## config.mk

```make
export PLATFORM = sky130hd
export DESIGN_NAME = cmon_regbank
export DESIGN_NICKNAME = d
export VERILOG_FILES = /design/src/cmon_pkg.sv /design/src/cmon_regbank.sv
export VERILOG_INCLUDE_DIRS = /design/src
export SDC_FILE = /design/constraint.sdc
export NUM_CORES = 1
export LEC_CHECK = 0
export ABC_AREA = 1
export BUFFER_PORTS_ARGS = -buffer_cell sky130_fd_sc_hd__clkbuf_2
export CAP_MARGIN = 20
export CORE_MARGIN = 2
export CORE_UTILIZATION = 60
export DETAILED_ROUTE_END_ITERATION = 7
export PLACE_DENSITY = 0.79
export REMOVE_ABC_BUFFERS = 1
export SLEW_MARGIN = 20
export SYNTH_ARGS = -nofsm -noshare
export SYNTH_HDL_FRONTEND = slang
export SYNTH_SLANG_ARGS = --single-unit
```

## constraint.sdc

```tcl
create_clock -name mclk -period 3.1 [get_ports mclk]
set_input_delay 0.31 -clock mclk [delete_from_list [all_inputs] [get_ports mclk]]
set_output_delay 0.31 -clock mclk [all_outputs]
set_load 0.02 [all_outputs]
```

## src/cmon_regs.svh

```systemverilog
`ifndef CMON_REGS_SVH
`define CMON_REGS_SVH
// byte counts of each register group
`define CMON_CFG_BYTES   5'h06
`define CMON_CV_BYTES    5'h12
`define CMON_CV_BYTES10  5'h0F
`define CMON_FLG_BYTES   5'h03
`define CMON_TMP_BYTES   5'h05
`define CMON_DGN_BYTES   5'h02
// byte index of the group byte that holds the thermal shutdown bit
`define CMON_TMP_THERMAL_SHUTDOWN_FLAG_IDX 5'h04
// configuration byte 0 bit positions
`define CMON_CFG0_WDT    7
`define CMON_CFG0_GPIO2  6
`define CMON_CFG0_GPIO1  5
`define CMON_CFG0_LEVEL_POLL_BIT  4
`define CMON_CFG0_TEN_CELL_SELECT 3
// reset values
`define CMON_RST_CDC     3'h0
`define CMON_RST_GPIO    1'h1
`define CMON_RST_CELLS   12'h000
`define CMON_RST_THRESH  8'h00
`define CMON_RST_RESULT  12'h000
// comparator periods in ms
`define CMON_PER_NONE    12'h000
`define CMON_PER_13MS    12'h00D
`define CMON_PER_130MS   12'h082
`define CMON_PER_500MS   12'h1F4
`define CMON_PER_2000MS  12'h7D0
// result scaling, in 1.5 mV steps
`define CMON_RES_OFFSET  14'sh0200
`define CMON_UV_OFFSET   14'sh001F
`define CMON_OV_OFFSET   14'sh0020
`define CMON_THR_SHIFT   4
`define CMON_RES_BUSY    12'hFFF
// result select codes on the conversion side
`define CMON_SEL_ETMP1   4'hC
`define CMON_SEL_ETMP2   4'hD
`define CMON_SEL_INTERNAL_TEMP_RESULT    4'hE
`define CMON_SEL_REF     4'hF
`endif

```

## src/cmon_pkg.sv

```systemverilog
package cmon_pkg;
	typedef enum logic [2:0] {
		CMON_GRP_CFG,
		CMON_GRP_CV,
		CMON_GRP_FLG,
		CMON_GRP_TMP,
		CMON_GRP_DGN
	} cmon_grp_t;
	typedef logic [11:0] cmon_result_t;
endpackage

```

## src/cmon_regbank.sv

```systemverilog
// Functional notes
// - comparator duty field sets comparator on/off, period and reference power-down
// - cell-count select 0 gives twelve cells, 1 gives ten cells
// - polling select 0 gives toggle polling, 1 gives level polling
// - general-pin bit written 0 enables pull-down, 1 disables it, default off
// - general-pin bit reads present pin level, never the written setting
// - watchdog status bit reads present watchdog output pin level
// - each cell discharge bit 1 turns shorting switch on, default off
// - undervoltage level is (code-31)*16 steps, code defaults to zero
// - overvoltage level is (code-32)*16 steps, code defaults to zero
// - mask bit 1 disables cell interrupts and clears its flags
// - cell result 12 bits, offset 512, reads all ones while converting
// - while comparator runs, undervoltage flag set when cell is below undervoltage level, else zero
// - while comparator runs, overvoltage flag set when cell is above overvoltage level, else zero
// - external temperature results are 12-bit offset-512 values
// - internal temperature result is 12-bit offset-512 value
// - diagnostic reference: low byte first register, high nibble second register
// - diagnostic reference is offset-512 scaled; processor judges its range
// - second diagnostic register: revision bits 7:6, mux fault bit 5, bit 4 zero
// - ten-cell mode holds flags of cells 11 and 12 low
// - results of cells 11 and 12 readable only in twelve-cell mode
`timescale 1ns/1ns
`default_nettype none
`include "cmon_regs.svh"
module cmon_regbank
	import cmon_pkg::*;
#(
	parameter int          NCELL    = 12,
	parameter logic [1:0]  REVISION = 2'h0  // arbitrary value
) (
	// clock and reset
	input  wire logic             mclk,
	input  wire logic             nrst,
	// register access from the serial front end
	input  wire cmon_grp_t        reg_grp,
	input  wire logic [4:0]       reg_idx,
	input  wire logic             reg_wr,
	input  wire logic [7:0]       reg_wdata,
	input  wire logic             reg_rd,
	output logic      [7:0]       reg_rdata,
	output logic                  reg_rvalid,
	// conversion results
	input  wire logic             res_wr,
	input  wire logic [3:0]       res_sel,
	input  wire cmon_result_t     res_val,
	input  wire logic             res_mux_fault,
	input  wire logic             conv_busy,
	input  wire logic             thermal_event,
	// pin levels
	input  wire logic             gpio1_level,
	input  wire logic             gpio2_level,
	input  wire logic             watchdog_level,
	// controls to the analog side
	output logic                  gpio1_pd_en,
	output logic                  gpio2_pd_en,
	output logic [NCELL-1:0]      discharge_en,
	output logic                  ten_cell_mode,
	output logic                  level_poll_mode,
	output logic                  comparator_on,
	output logic                  ref_power_down,
	output logic                  standby_mode,
	output logic [11:0]           comparator_period_ms,
	output logic                  any_cell_flag
);
	logic [2:0]         cdc_q, cdc_d;
	logic               ten_cell_select_q, ten_cell_select_d, level_poll_bit_q, level_poll_bit_d;
	logic               gp1_q, gp1_d, gp2_q, gp2_d;
	logic [NCELL-1:0]   dcc_q, dcc_d, mask_q, mask_d;
	logic [7:0]         vuv_q, vuv_d, vov_q, vov_d;
	cmon_result_t       cv_q [NCELL], cv_d [NCELL];
	cmon_result_t       et1_q, et1_d, et2_q, et2_d, internal_temp_result_q, internal_temp_result_d, ref_q, ref_d;
	logic               muxf_q, muxf_d, thermal_shutdown_flag_q, thermal_shutdown_flag_d;
	logic [NCELL-1:0]   uvf_q, uvf_d, ovf_q, ovf_d;
	logic [NCELL-1:0]   uv_hit, ov_hit;
	logic [7:0]         rdata_d;
	logic               cmp_on_d, refpd_d, stby_d;
	logic [11:0]        per_d;
	logic signed [13:0] uv_lvl, ov_lvl;
	logic               cfg_wr;
	assign cfg_wr = reg_wr && (reg_grp == CMON_GRP_CFG);
	// thresholds in 1.5 mV steps relative to zero volts
	assign uv_lvl = (($signed({6'h00, vuv_q}) - `CMON_UV_OFFSET) <<< `CMON_THR_SHIFT);
	assign ov_lvl = (($signed({6'h00, vov_q}) - `CMON_OV_OFFSET) <<< `CMON_THR_SHIFT);
	// per-cell comparison against the incoming result
	for (genvar i = 0; i < NCELL; i++) begin : g_cmp
		logic signed [13:0] v;
		assign v         = $signed({2'h0, res_val}) - `CMON_RES_OFFSET;
		assign uv_hit[i] = v < uv_lvl;
		assign ov_hit[i] = v > ov_lvl;
	end
	// pairs of 12-bit values packed into three bytes
	function automatic logic [7:0] pack3(input cmon_result_t a, input cmon_result_t b,
		input logic [1:0] sub);
		unique case (sub)
			2'h0:    pack3 = a[7:0];
			2'h1:    pack3 = {b[3:0], a[11:8]};
			default: pack3 = b[11:4];
		endcase
	endfunction
	always_comb begin
		cdc_d    = cdc_q;
		ten_cell_select_d = ten_cell_select_q;
		level_poll_bit_d  = level_poll_bit_q;
		gp1_d    = gp1_q;
		gp2_d    = gp2_q;
		dcc_d    = dcc_q;
		mask_d   = mask_q;
		vuv_d    = vuv_q;
		vov_d    = vov_q;
		cv_d     = cv_q;
		et1_d    = et1_q;
		et2_d    = et2_q;
		internal_temp_result_d   = internal_temp_result_q;
		ref_d    = ref_q;
		muxf_d   = muxf_q;
		uvf_d    = uvf_q;
		ovf_d    = ovf_q;
		// only the configuration group takes writes; everything else is read-only
		if (cfg_wr) begin
			unique case (reg_idx)
				5'h00: begin
					cdc_d    = reg_wdata[2:0];
					ten_cell_select_d = reg_wdata[`CMON_CFG0_TEN_CELL_SELECT];
					level_poll_bit_d  = reg_wdata[`CMON_CFG0_LEVEL_POLL_BIT];
					gp1_d    = reg_wdata[`CMON_CFG0_GPIO1];
					gp2_d    = reg_wdata[`CMON_CFG0_GPIO2];
				end
				5'h01: dcc_d[7:0] = reg_wdata;
				5'h02: begin
					dcc_d[11:8] = reg_wdata[3:0];
					mask_d[3:0] = reg_wdata[7:4];
				end
				5'h03: mask_d[11:4] = reg_wdata;
				5'h04: vuv_d = reg_wdata;
				5'h05: vov_d = reg_wdata;
				default: ;
			endcase
		end
		if (res_wr) begin
			unique case (res_sel)
				`CMON_SEL_ETMP1: et1_d = res_val;
				`CMON_SEL_ETMP2: et2_d = res_val;
				`CMON_SEL_INTERNAL_TEMP_RESULT:  internal_temp_result_d = res_val;
				`CMON_SEL_REF: begin
					ref_d  = res_val;
					muxf_d = res_mux_fault;
				end
				default: begin
					cv_d[res_sel] = res_val;
					// flags follow the latest comparison only while the comparator runs
					if (cdc_q > 3'h1) begin
						uvf_d[res_sel] = uv_hit[res_sel];
						ovf_d[res_sel] = ov_hit[res_sel];
					end
				end
			endcase
		end
		uvf_d = uvf_d & ~mask_d;
		ovf_d = ovf_d & ~mask_d;
		if (ten_cell_select_d) begin
			uvf_d[11:10] = 2'h0;
			ovf_d[11:10] = 2'h0;
		end
	end
	// set wins over the read clear so an event is never lost
	always_comb begin
		thermal_shutdown_flag_d = thermal_shutdown_flag_q;
		if (reg_rd && reg_grp == CMON_GRP_TMP && reg_idx == `CMON_TMP_THERMAL_SHUTDOWN_FLAG_IDX)
			thermal_shutdown_flag_d = 1'b0;
		if (thermal_event)
			thermal_shutdown_flag_d = 1'b1;
	end
	always_comb begin
		cmp_on_d = cdc_d > 3'h1;
		refpd_d  = cdc_d == 3'h0 || cdc_d > 3'h4;
		stby_d   = cdc_d == 3'h0;
		unique case (cdc_d)
			3'h0, 3'h1: per_d = `CMON_PER_NONE;
			3'h2:       per_d = `CMON_PER_13MS;
			3'h3, 3'h5: per_d = `CMON_PER_130MS;
			3'h4, 3'h6: per_d = `CMON_PER_500MS;
			3'h7:       per_d = `CMON_PER_2000MS;
		endcase
	end
	always_comb begin
		logic [3:0] pr;
		logic [1:0] sub;
		pr      = 4'(reg_idx / 5'h03);
		sub     = 2'(reg_idx % 5'h03);
		rdata_d = 8'h00;
		unique case (reg_grp)
			CMON_GRP_CFG: begin
				unique case (reg_idx)
					5'h00: rdata_d = {watchdog_level, gpio2_level, gpio1_level,
						level_poll_bit_q, ten_cell_select_q, cdc_q};
					5'h01: rdata_d = dcc_q[7:0];
					5'h02: rdata_d = {mask_q[3:0], dcc_q[11:8]};
					5'h03: rdata_d = mask_q[11:4];
					5'h04: rdata_d = vuv_q;
					5'h05: rdata_d = vov_q;
					default: ;
				endcase
			end
			CMON_GRP_CV: begin
				// last pair is cut off in ten-cell mode
				if (reg_idx < (ten_cell_select_q ? `CMON_CV_BYTES10 : `CMON_CV_BYTES)) begin
					if (conv_busy)
						rdata_d = pack3(`CMON_RES_BUSY, `CMON_RES_BUSY, sub);
					else
						rdata_d = pack3(cv_q[2*pr], cv_q[2*pr+1], sub);
				end
			end
			CMON_GRP_FLG: begin
				if (reg_idx < `CMON_FLG_BYTES) begin
					for (int k = 0; k < 4; k++) begin
						rdata_d[2*k]   = uvf_q[4*reg_idx+k];
						rdata_d[2*k+1] = ovf_q[4*reg_idx+k];
					end
				end
			end
			CMON_GRP_TMP: begin
				if (reg_idx < 5'h03)
					rdata_d = pack3(et1_q, et2_q, sub);
				else if (reg_idx == 5'h03)
					rdata_d = internal_temp_result_q[7:0];
				else if (reg_idx == `CMON_TMP_THERMAL_SHUTDOWN_FLAG_IDX)
					rdata_d = {3'h0, thermal_shutdown_flag_q, internal_temp_result_q[11:8]};
			end
			CMON_GRP_DGN: begin
				if (reg_idx == 5'h00)
					rdata_d = ref_q[7:0];
				else if (reg_idx == 5'h01)
					rdata_d = {REVISION, muxf_q, 1'b0, ref_q[11:8]};
			end
			default: ;
		endcase
	end
	always_ff @(posedge mclk or negedge nrst) begin
		if (!nrst) begin
			cdc_q                <= `CMON_RST_CDC;
			ten_cell_select_q             <= 1'b0;
			level_poll_bit_q              <= 1'b0;
			gp1_q                <= `CMON_RST_GPIO;
			gp2_q                <= `CMON_RST_GPIO;
			dcc_q                <= `CMON_RST_CELLS;
			mask_q               <= `CMON_RST_CELLS;
			vuv_q                <= `CMON_RST_THRESH;
			vov_q                <= `CMON_RST_THRESH;
			cv_q                 <= '{default: `CMON_RST_RESULT};
			et1_q                <= `CMON_RST_RESULT;
			et2_q                <= `CMON_RST_RESULT;
			internal_temp_result_q               <= `CMON_RST_RESULT;
			ref_q                <= `CMON_RST_RESULT;
			muxf_q               <= 1'b0;
			thermal_shutdown_flag_q               <= 1'b0;
			uvf_q                <= `CMON_RST_CELLS;
			ovf_q                <= `CMON_RST_CELLS;
			reg_rdata            <= 8'h00;
			reg_rvalid           <= 1'b0;
			comparator_on        <= 1'b0;
			ref_power_down       <= 1'b1;
			standby_mode         <= 1'b1;
			comparator_period_ms <= `CMON_PER_NONE;
		end else begin
			cdc_q                <= cdc_d;
			ten_cell_select_q             <= ten_cell_select_d;
			level_poll_bit_q              <= level_poll_bit_d;
			gp1_q                <= gp1_d;
			gp2_q                <= gp2_d;
			dcc_q                <= dcc_d;
			mask_q               <= mask_d;
			vuv_q                <= vuv_d;
			vov_q                <= vov_d;
			cv_q                 <= cv_d;
			et1_q                <= et1_d;
			et2_q                <= et2_d;
			internal_temp_result_q               <= internal_temp_result_d;
			ref_q                <= ref_d;
			muxf_q               <= muxf_d;
			thermal_shutdown_flag_q               <= thermal_shutdown_flag_d;
			uvf_q                <= uvf_d;
			ovf_q                <= ovf_d;
			if (reg_rd)
				reg_rdata <= rdata_d;
			reg_rvalid           <= reg_rd;
			comparator_on        <= cmp_on_d;
			ref_power_down       <= refpd_d;
			standby_mode         <= stby_d;
			comparator_period_ms <= per_d;
		end
	end
	assign gpio1_pd_en     = ~gp1_q;
	assign gpio2_pd_en     = ~gp2_q;
	assign discharge_en    = dcc_q;
	assign ten_cell_mode   = ten_cell_select_q;
	assign level_poll_mode = level_poll_bit_q;
	assign any_cell_flag   = |(uvf_q | ovf_q);
endmodule
`default_nettype wire

```

==> summary.txt, run 1 <==
Status
  • Run status: finished clean

Die
  • Floorplan core area: roughly 23000 um^2
  • Die Ht: 158.4 um
  • Horizontal die dimension: ~160 um
  • Boundary Pins: between 80 and 90
  • Initial core utilization: 0.6110
  • Total number of placement rows: 56
  • Die area: between 20000 and 30000 um^2

GRT
  • Initial antenna violation count: 0
  • Wire length of the first global-routing pass: ~70000 um
  • Number of global-route vias before repair: ~12000
  • Maximum number of pins on one net before global-route repair: just over 80
  • Final global-route overflow total: 0
  • Overall routing resource usage: 0.3694

Timing
  • Highest achievable clock rate: 352.8 MHz
  • Part of the cycle the worst path needs: 0.9143
  • Count of final hold-check violations: 0
  • Setup tns final: 0 ns
  • Transition time at the pin with the least slew margin: 0.9999 ns
  • Hold WS: 0.02556 ns
  • Setup-violating endpoint count in the final report: 0
  • Number of max-slew violations in the final report: 0
  • Relative slew slack: 0.3309
  • Shortest clock period the worst path allows after layout: approximately 2.8 ns
  • RSZ-0062 raised after global routing: no
  • Clock skew: about 0.017 ns

Routing
  • DRC violations left: 0
  • Wirelength, routed: ~46000 um
  • Per-cell via count in the routed design: 5.934
  • Number of antenna-violating nets in the routed design: 0
  • Drt pass-1 iters: 6
  • Total number of vias: between 10000 and 15000
  • Post-detailed-route wirelength per cell: between 20 and 25 um
  • Violation count after the first detailed-route iteration: approximately 1600

CTS
  • CTS Hold Bufs: 2
  • Quantity of gates resized following cts: 0
  • Clock transition at the register clock pins on the worst setup and hold paths after CTS: 0.06 ns
  • Sink Count: around 280
  • H-tree level count: 1
  • Setup Buffers After CTS: 0
  • CTS tree: done
  • CTS root buffer: clkbuf_16
  • Maximum clock path buffer count: 3
  • Worst-skew pair later-pin latency: between 0.5 and 0.6 ns
  • Number of buffers created by CTS: 30

Worst setup path
  • Buffers and inverters on the worst path: 1
  • Cell with the largest stage delay on the worst path: dfrtp_1
  • CP peak stage delay: about 0.45 ns
  • Critical path peak fanout: 12
  • Kind of cell adding the most delay to the critical path: compound AO/OA/AOI/OAI gates
  • Nature of the critical path endpoint: register
  • Startpoint Class: register
  • Cells on worst reg2reg path: 13
  • Crit path depth: 13
  • Req. time, crit path: approximately 3.5 ns
  • Critical path class: register to register
  • Cells along the critical path: ha_1 -> nand3_1 -> o21ai_0 -> nor2_1 -> nand2_1 -> ha_1 -> nand2_1 -> nor2_1 -> o211ai_1 -> o2111ai_1 -> o21ai_0 -> buf_4 -> a21oi_1
  • Arrival time of data at the critical path endpoint: ~3.3 ns

Yosys
  • Flip-flop and latch count after synthesis: 284
  • Ranking of synthesized cells by area: dfrtp_1, nand2_1, o21ai_0
  • Number of enable-type register cells in the synthesized netlist: 0
  • Most frequently used cell type in the post-synthesis netlist: nand2_1
  • Cell count after synthesis: roughly 1800
  • Most instantiated cells after synthesis: nand2_1, dfrtp_1, o21ai_0
  • Synth top area share: 0.4900
  • Average cell area after synthesis: 7.809 um^2
  • Post-synthesis instance area: roughly 14000 um^2
  • Top_reg_cell synth: dfrtp_1
  • Proportion of synthesized flip-flops having asynchronous set or reset: 1.000
  • Number of unique standard cell types used by synthesis: 48
  • Sequential cell area fraction in the yosys report: 0.4974
  • Library cell occupying the most area in the post-synthesis netlist: dfrtp_1
  • Count of yosys warnings during synthesis: 0

Power
  • Worst vdd rail ir drop: 0.0005182 V
  • Total power divided by cell area: ~660 nW/um^2
  • Leakage component of the power: roughly 0.008 uW

Worst hold path
  • Min-Delay Path Class: primary input to register
  • Number of cells on the worst hold path: 3

Run
  • Max Cap Viol: 0

Final layout
  • Post-route cell area: 16140 um^2
  • Number of diodes added for antenna fixing: 0
  • Layout overhead on the synthesized area: 12.85%
  • Share of layout cells above drive strength 1: 0.1034
  • Post-route core utilization: 0.6895
  • Net count of the finished layout: slightly below 2000
  • Filler instances: just under 2000

Placement
  • Placed standard-cell area: between 15000 and 20000 um^2
  • Count of input and output buffers: 82
  • HPWL after detailed placement: between 30000 and 40000 um
  • Gpl congestion: 0.9481
-- registers in the layout, indices dropped and copies added (netlist names), 8 cells and up --
name,count
cv_q,144
mask_q,12
ref_q,12
et1_q,12
vuv_q,8
reg_rdata,8
internal_temp_result_q,12
ovf_q,12
et2_q,12
vov_q,8
discharge_en,12
uvf_q,12
-- power by group --
| group | switching (uW) | internal (uW) | total, uW | leakage (uW) |
|---|---|---|---|---|
| logic | 1450 | 739 | 2190 | 0.00399 |
| clock network | 1480 | 2120 | 3610 | 0.000481 |
| registers | 384 | 4400 | 4780 | 0.00355 |
| total | 3320 | 7260 | 10600 | 0.00802 |
-- kinds of logic (layout without fill, tap and decap cells) --
group	after synthesis	after routing	synth area share
compound gates	377	377	0.1404
xor+xnor	8	8	0.004900
fa+ha+maj	26	26	0.02275
buf+inv	288	372	0.08033
flops	284	284	0.4974
mux	1	1	0.0007875
other cells	1	1	0.0002623
simple gates	846	846	0.2531
-- worst reg2reg max path, stage by stage, from the launching register on --
cell and delay [ns]:
dfrtp_1 0.45, ha_1 0.22, nand3_1 0.12, o21ai_0 0.30, nor2_1 0.07, nand2_1 0.08, ha_1 0.26, nand2_1 0.10
nor2_1 0.06, o211ai_1 0.10, o2111ai_1 0.18, o21ai_0 0.35, buf_4 0.30, a21oi_1 0.10
-- area by class of cell --
type                       count  area (um^2)  area share
clock buffer                  43        880.8     0.05459
tap                          319        399.1     0.02474
multi-input combinational   1259         6046      0.3747
sequential                   284         7112      0.4408
inverter                     188        705.7     0.04373
timing repair buffer         132        888.4     0.05506
clock inverter                 9        103.9    0.006436
-- metrics by stage --
| step | setup WS [ns] | total power [uW] | instances |
|---|---|---|---|
| after floorplan | -1.415 | 6077 | 1731 |
| after detailed placement | 0.1059 | 6948 | 2180 |
| final | 0.2656 | 10580 | 2234 |
| after global placement | 0.1767 | 6864 | 2180 |
| after global routing | 0.1094 | 11070 | 2234 |
| after CTS | 0.3352 | 10550 | 2234 |
-- per-layer routing --
metal / vias up / part of all wire / GRT usage
li1: 6105 / - / -
met1: 6300 / 0.41 / 0.5304
met2: 720 / 0.43 / 0.5381
met3: 131 / 0.11 / 0.08928
met4: 0 / 0.046 / 0.1544
met5: - / 0 / 0
-- worst paths after layout --
path                                  from         to  slack [ns]
min in group asynchronous             nrst   cv_q[23]        0.34
worst min register to register   cv_q[143]  cv_q[143]        0.48
max in group asynchronous             nrst  cv_q[101]        1.74
worst min-delay path            res_val[1]   cv_q[25]        0.03
worst max-delay path              vuv_q[0]  uvf_q[10]        0.27
worst max register to register    vuv_q[0]  uvf_q[10]        0.27
-- cell usage in the layout (no fill, tap or decap), types with 3 or more instances in the layout --
cell / Yosys / final
nand2_1: 522 / 522
dfrtp_1: 280 / 280
o21ai_0: 240 / 240
inv_1: 185 / 185
nand3_1: 179 / 179
a21oi_1: 95 / 95
clkbuf_2: 0 / 81
nor2_1: 76 / 76
buf_4: 9 / 41
clkbuf_16: 0 / 31
ha_1: 26 / 26
nand3b_1: 22 / 22
nand4_1: 17 / 17
nor3_1: 11 / 11
o21a_1: 10 / 10
nand2_2: 7 / 7
buf_12: 0 / 7
o2111ai_1: 6 / 6
clkbuf_1: 68 / 6
clkbuf_8: 0 / 6
xor2_1: 5 / 5
o221ai_1: 5 / 5
nor4_1: 4 / 4
a221oi_1: 4 / 4
clkinv_2: 0 / 4
dfstp_2: 4 / 4
xnor2_1: 3 / 3
No activity file was read; power rests on OpenSTA's default activity.
==> inputs of run 2 (changes only) <==
ABC_AREA = not set   (was 1)
CORE_MARGIN = 4   (was 2)
==> summary.txt, run 2 <==
Yosys
  • Cell count after synthesis: 1234 (-33%)
  • Count of yosys warnings during synthesis: 0 (unchanged)
  • Ranking of synthesized cells by area: dfrtp_1, mux2_2, ha_1
  • Dominant combinational cell family by area after synthesis: multiplexers
  • Synthesized-area fraction occupied by xor and xnor cells: 0.005462 (+0.0005614)
  • Top_reg_cell synth: dfrtp_1
  • Most frequently used cell type in the post-synthesis netlist: dfrtp_1
  • Flip-flop and latch count after synthesis: 284 (unchanged)
  • Mux contribution to synthesized area: 0.2251 (+0.2243)
  • Post-synthesis instance area: 14430 um^2 (+0.94%)
  • Number of unique standard cell types used by synthesis: 80 (+67%)
  • Sequential cell area fraction in the yosys report: 0.4928 (-0.004614)
  • Average cell area after synthesis: 11.70 um^2 (+50%)
  • Number of enable-type register cells in the synthesized netlist: 0 (unchanged)
  • Library cell occupying the most area in the post-synthesis netlist: dfrtp_1
  • Post-synthesis compound-gate area fraction: 0.1217 (-0.01873)
  • Simple-gate portion of the synthesized area: 0.09632 (-0.1568)
  • Proportion of synthesized flip-flops having asynchronous set or reset: 1.000 (unchanged)
  • Adder-cell share of the synthesized area: 0.02254 (-0.0002110)
  • Most instantiated cells after synthesis: dfrtp_1, mux2_2, nand2_1
  • Synth top area share: 0.4855 (-0.004546)

Power
  • Leakage component of the power: 0.007730 uW (-3.6%)
  • Part of the total power dissipated in the clock network: 0.355 (+0.014)
  • Portion of total power attributed to combinational logic: 0.197 (-0.010)
  • Total power divided by cell area: 616.8 nW/um^2 (-5.9%)
  • Share of total power in sequential cells: 0.448 (-0.004)
  • Worst vdd rail ir drop: 0.0005641 V (+8.9%)
  • Switching component of the power: 2906 uW (-12%)
  • Proportion of total power due to net switching: 0.2760 (-0.03761)
  • Cell-internal power: 7624 uW (+5.0%)
  • Final Total Pwr: 10530 uW (-0.45%)

Die
  • Die Ht: 163.1 um (+3.0%)
  • Die area: 26600 um^2 (+6.0%)
  • Total number of placement rows: 56 (unchanged)
  • Horizontal die dimension: 163.1 um (+3.0%)
  • Floorplan core area: 23540 um^2 (+0.60%)
  • Initial core utilization: 0.6130 (+0.002050)
  • Boundary Pins: 84 (unchanged)

Worst setup path
  • Critical path class: primary input to register
  • Arrival time of data at the critical path endpoint: 3.47 ns (+0.22 ns)
  • Startpoint Class: primary input
  • Nature of the critical path endpoint: register
  • Launch point of the worst path: reg_idx[1]
  • Worst r2r src: vuv_q[0]
  • Critical path peak fanout: 4 (-8)
  • Cells on worst reg2reg path: 13 (unchanged)
  • R2R Path End: uvf_q[5]
  • Req. time, crit path: 3.53 ns (about the same)
  • Register-to-register setup slack: 0.34 ns (+0.07 ns)

Timing
  • Count of final hold-check violations: 0 (unchanged)
  • Setup-violating endpoint count in the final report: 0 (unchanged)
  • Transition time at the pin with the least slew margin: 1.028 ns (+0.02758 ns)
  • Number of max-slew violations in the final report: 0 (unchanged)
  • Highest achievable clock rate: 328.6 MHz (-6.9%)
  • Clock skew: 0.02327 ns (+0.006038 ns)
  • RSZ-0062 raised after global routing: yes
  • Shortest clock period the worst path allows after layout: 3.043 ns (+0.2084 ns)
  • Relative slew slack: 0.3150 (-0.01592)
  • Part of the cycle the worst path needs: 0.9816 (+0.06724)

Routing
  • Per-cell via count in the routed design: 6.625 (+12%)
  • Drt pass-1 iters: 5 (-1)
  • Violation count after the first detailed-route iteration: 1443 (-11%)
  • Total number of vias: 11490 (-13%)
  • Post-detailed-route wirelength per cell: 25.65 um (+26%)
  • Wirelength, routed: 44480 um (-2.3%)
  • Number of antenna-violating nets in the routed design: 0 (unchanged)
  • DRC violations left: 0 (unchanged)

GRT
  • Overall routing resource usage: 0.3351 (-0.03424)
  • Wire length of the first global-routing pass: 68370 um (-2.3%)
  • Number of global-route vias before repair: 11700 (-5.3%)
  • Maximum number of pins on one net before global-route repair: 75 (-7.4%)
  • Initial antenna violation count: 0 (unchanged)
  • Final global-route overflow total: 0 (unchanged)

CTS
  • Clock transition at the register clock pins on the worst setup and hold paths after CTS: 0.06 ns (about the same)
  • Worst-skew pair later-pin latency: 0.57 ns (about the same)
  • CTS root buffer: clkbuf_16
  • CTS tree: done
  • Sink Count: 284 (unchanged)
  • Number of buffers created by CTS: 29 (-3.3%)
  • H-tree level count: 1 (unchanged)
  • Maximum clock path buffer count: 3 (unchanged)

Final layout
  • Number of flip-flops in the largest register: 144 (unchanged)
  • Final Non-Filler Cells: 1734 (-22%)
  • Post-route core utilization: 0.7251 (+0.03565)
  • Post-route cell area: 17070 um^2 (+5.8%)
  • Most frequent cells in the layout: dfrtp_1, mux2_2, buf_4, clkbuf_2, nand2_1
  • Area of the multi-input gates: 6908 um^2 (+14%)
  • Largest register by flop count: cv_q
  • Net count of the finished layout: 1461 (-26%)
  • Commonest non-fill, non-tap cell in the layout: dfrtp_1
  • Filler instances: 1585 (-19%)
  • Register area: 7112 um^2 (unchanged)
  • Layout overhead on the synthesized area: 18.28%
  • Number of diodes added for antenna fixing: 0 (unchanged)
  • Share of layout cells above drive strength 1: 0.3830 (+0.2796)

Worst hold path
  • Min-Delay Path Class: primary input to register
  • Number of cells on the worst hold path: 3 (unchanged)
  • Destination of the worst hold path: gp2_q
  • Worst min-delay path startpoint: reg_wdata[6]

Status
  • Run status: finished clean

Placement
  • Placed standard-cell area: 15830 um^2 (+4.6%)
  • HPWL after detailed placement: 31200 um (-2.9%)
  • Gpl congestion: 0.9760 (+2.9%)
  • Count of input and output buffers: 82 (unchanged)
  • DP Cell Count: 1670 (-23%)

Run
  • Max Cap Viol: 0 (unchanged)
## run 2: cell count changes after synthesis, moves of 13 or more
| cell | delta |
|---|---|
| o21ai_0 | -180 |
| nor2_1 | -25 |
| nand2b_1 | +21 |
| nand2_1 | -446 |
| a211oi_1 | +17 |
| mux2_2 | +227 |
| nand3b_1 | -17 |
| mux2i_1 | +32 |
| o211ai_1 | +20 |
| inv_1 | -153 |
| a21oi_1 | -50 |
| mux4_2 | +13 |
| nand3_1 | -160 |
| o31ai_1 | +13 |
## run 2: routing by layer
metal	up-vias	GRT usage	routed length, um	part of all wire
met2	699	0.4932	19450	0.44
met4	0	0.1384	2313	0.052
met1	5739	0.4622	17540	0.39
li1	4879	-	-	-
met3	170	0.1105	5175	0.12
met5	-	0	0	0
## run 2: how the worst max path moves through the flow
| stage | end | slack (ns) | cells past startpoint |
|---|---|---|---|
| final | reg_rdata[5] | 0.06 | 15 |
| after global routing | reg_rdata[6] | -0.09 | 17 |
| after CTS | reg_rdata[5] | -0.002 | 15 |
| after detailed placement | reg_rdata[4] | -0.67 | 15 |
| after global placement | reg_rdata[3] | -0.52 | 16 |
| after floorplan | reg_rdata[5] | -1.33 | 13 |
## run 2: area by class of cell
| type | count | area share |
|---|---|---|
| multi-input cells | 832 | 0.4046 |
| well taps | 319 | 0.02338 |
| clock inverters | 13 | 0.01055 |
| repair buffers | 212 | 0.08773 |
| clock buffers | 41 | 0.04984 |
| inverters | 33 | 0.007256 |
| flip-flops and latches | 284 | 0.4166 |
## run 2: cells by family after synthesis
logic type                 Yosys count
AOI/OAI and AO/OA                  255
xor gates and xnor gates             9
adders and majority gates           26
buffers and inverters              118
DFF                                284
muxes                              278
other                                1
and+or+nand+nor                    263
## run 2: through the flow
stage | hold slack [ns] | setup WS, ns | TNS [ns]
after floorplan | 0.01441 | -1.330 | -9.218
after global placement | 0.2993 | -0.5190 | -3.606
after detailed placement | 0.3073 | -0.6747 | -4.411
after CTS | 0.02989 | -0.001886 | -0.001886
after global routing | 0.08375 | -0.09072 | -0.2975
final | 0.03845 | 0.05718 | 0
## run 2: repair_timing
| item | in CTS | in global routing |
|---|---|---|
| hold buffers | 3 | 0 |
| buffers inserted | 2 | 5 |
| resized for setup | 4 | 23 |
| endpoints found under the hold margin | 62 | 0 |
| pin swaps | 1 | 13 |
| endpoints found under the setup margin | 4 | 7 |
## run 2: power by group through the flow
stage / Sequential, uW / Combinational [uW] / Clock, uW
after floorplan: 4650 / 1210 / 0
after global placement: 4730 / 1880 / 0
after detailed placement: 4760 / 1970 / 0
after CTS: 4700 / 2000 / 3760
after global routing: 4770 / 2230 / 3910
final: 4710 / 2080 / 3740
## run 2: worst max-delay path, cell delays in order
cell	delay, ns
buf_8	0.11
nor3b_4	0.14
a211o_1	0.31
nand2_2	0.09
inv_2	0.06
ha_4	0.16
a311oi_4	0.31
nand2_4	0.09
nor3_4	0.33
buf_12	0.16
mux4_2	0.50
a221oi_2	0.29
o211ai_1	0.15
a2111oi_2	0.33
o22ai_1	0.12
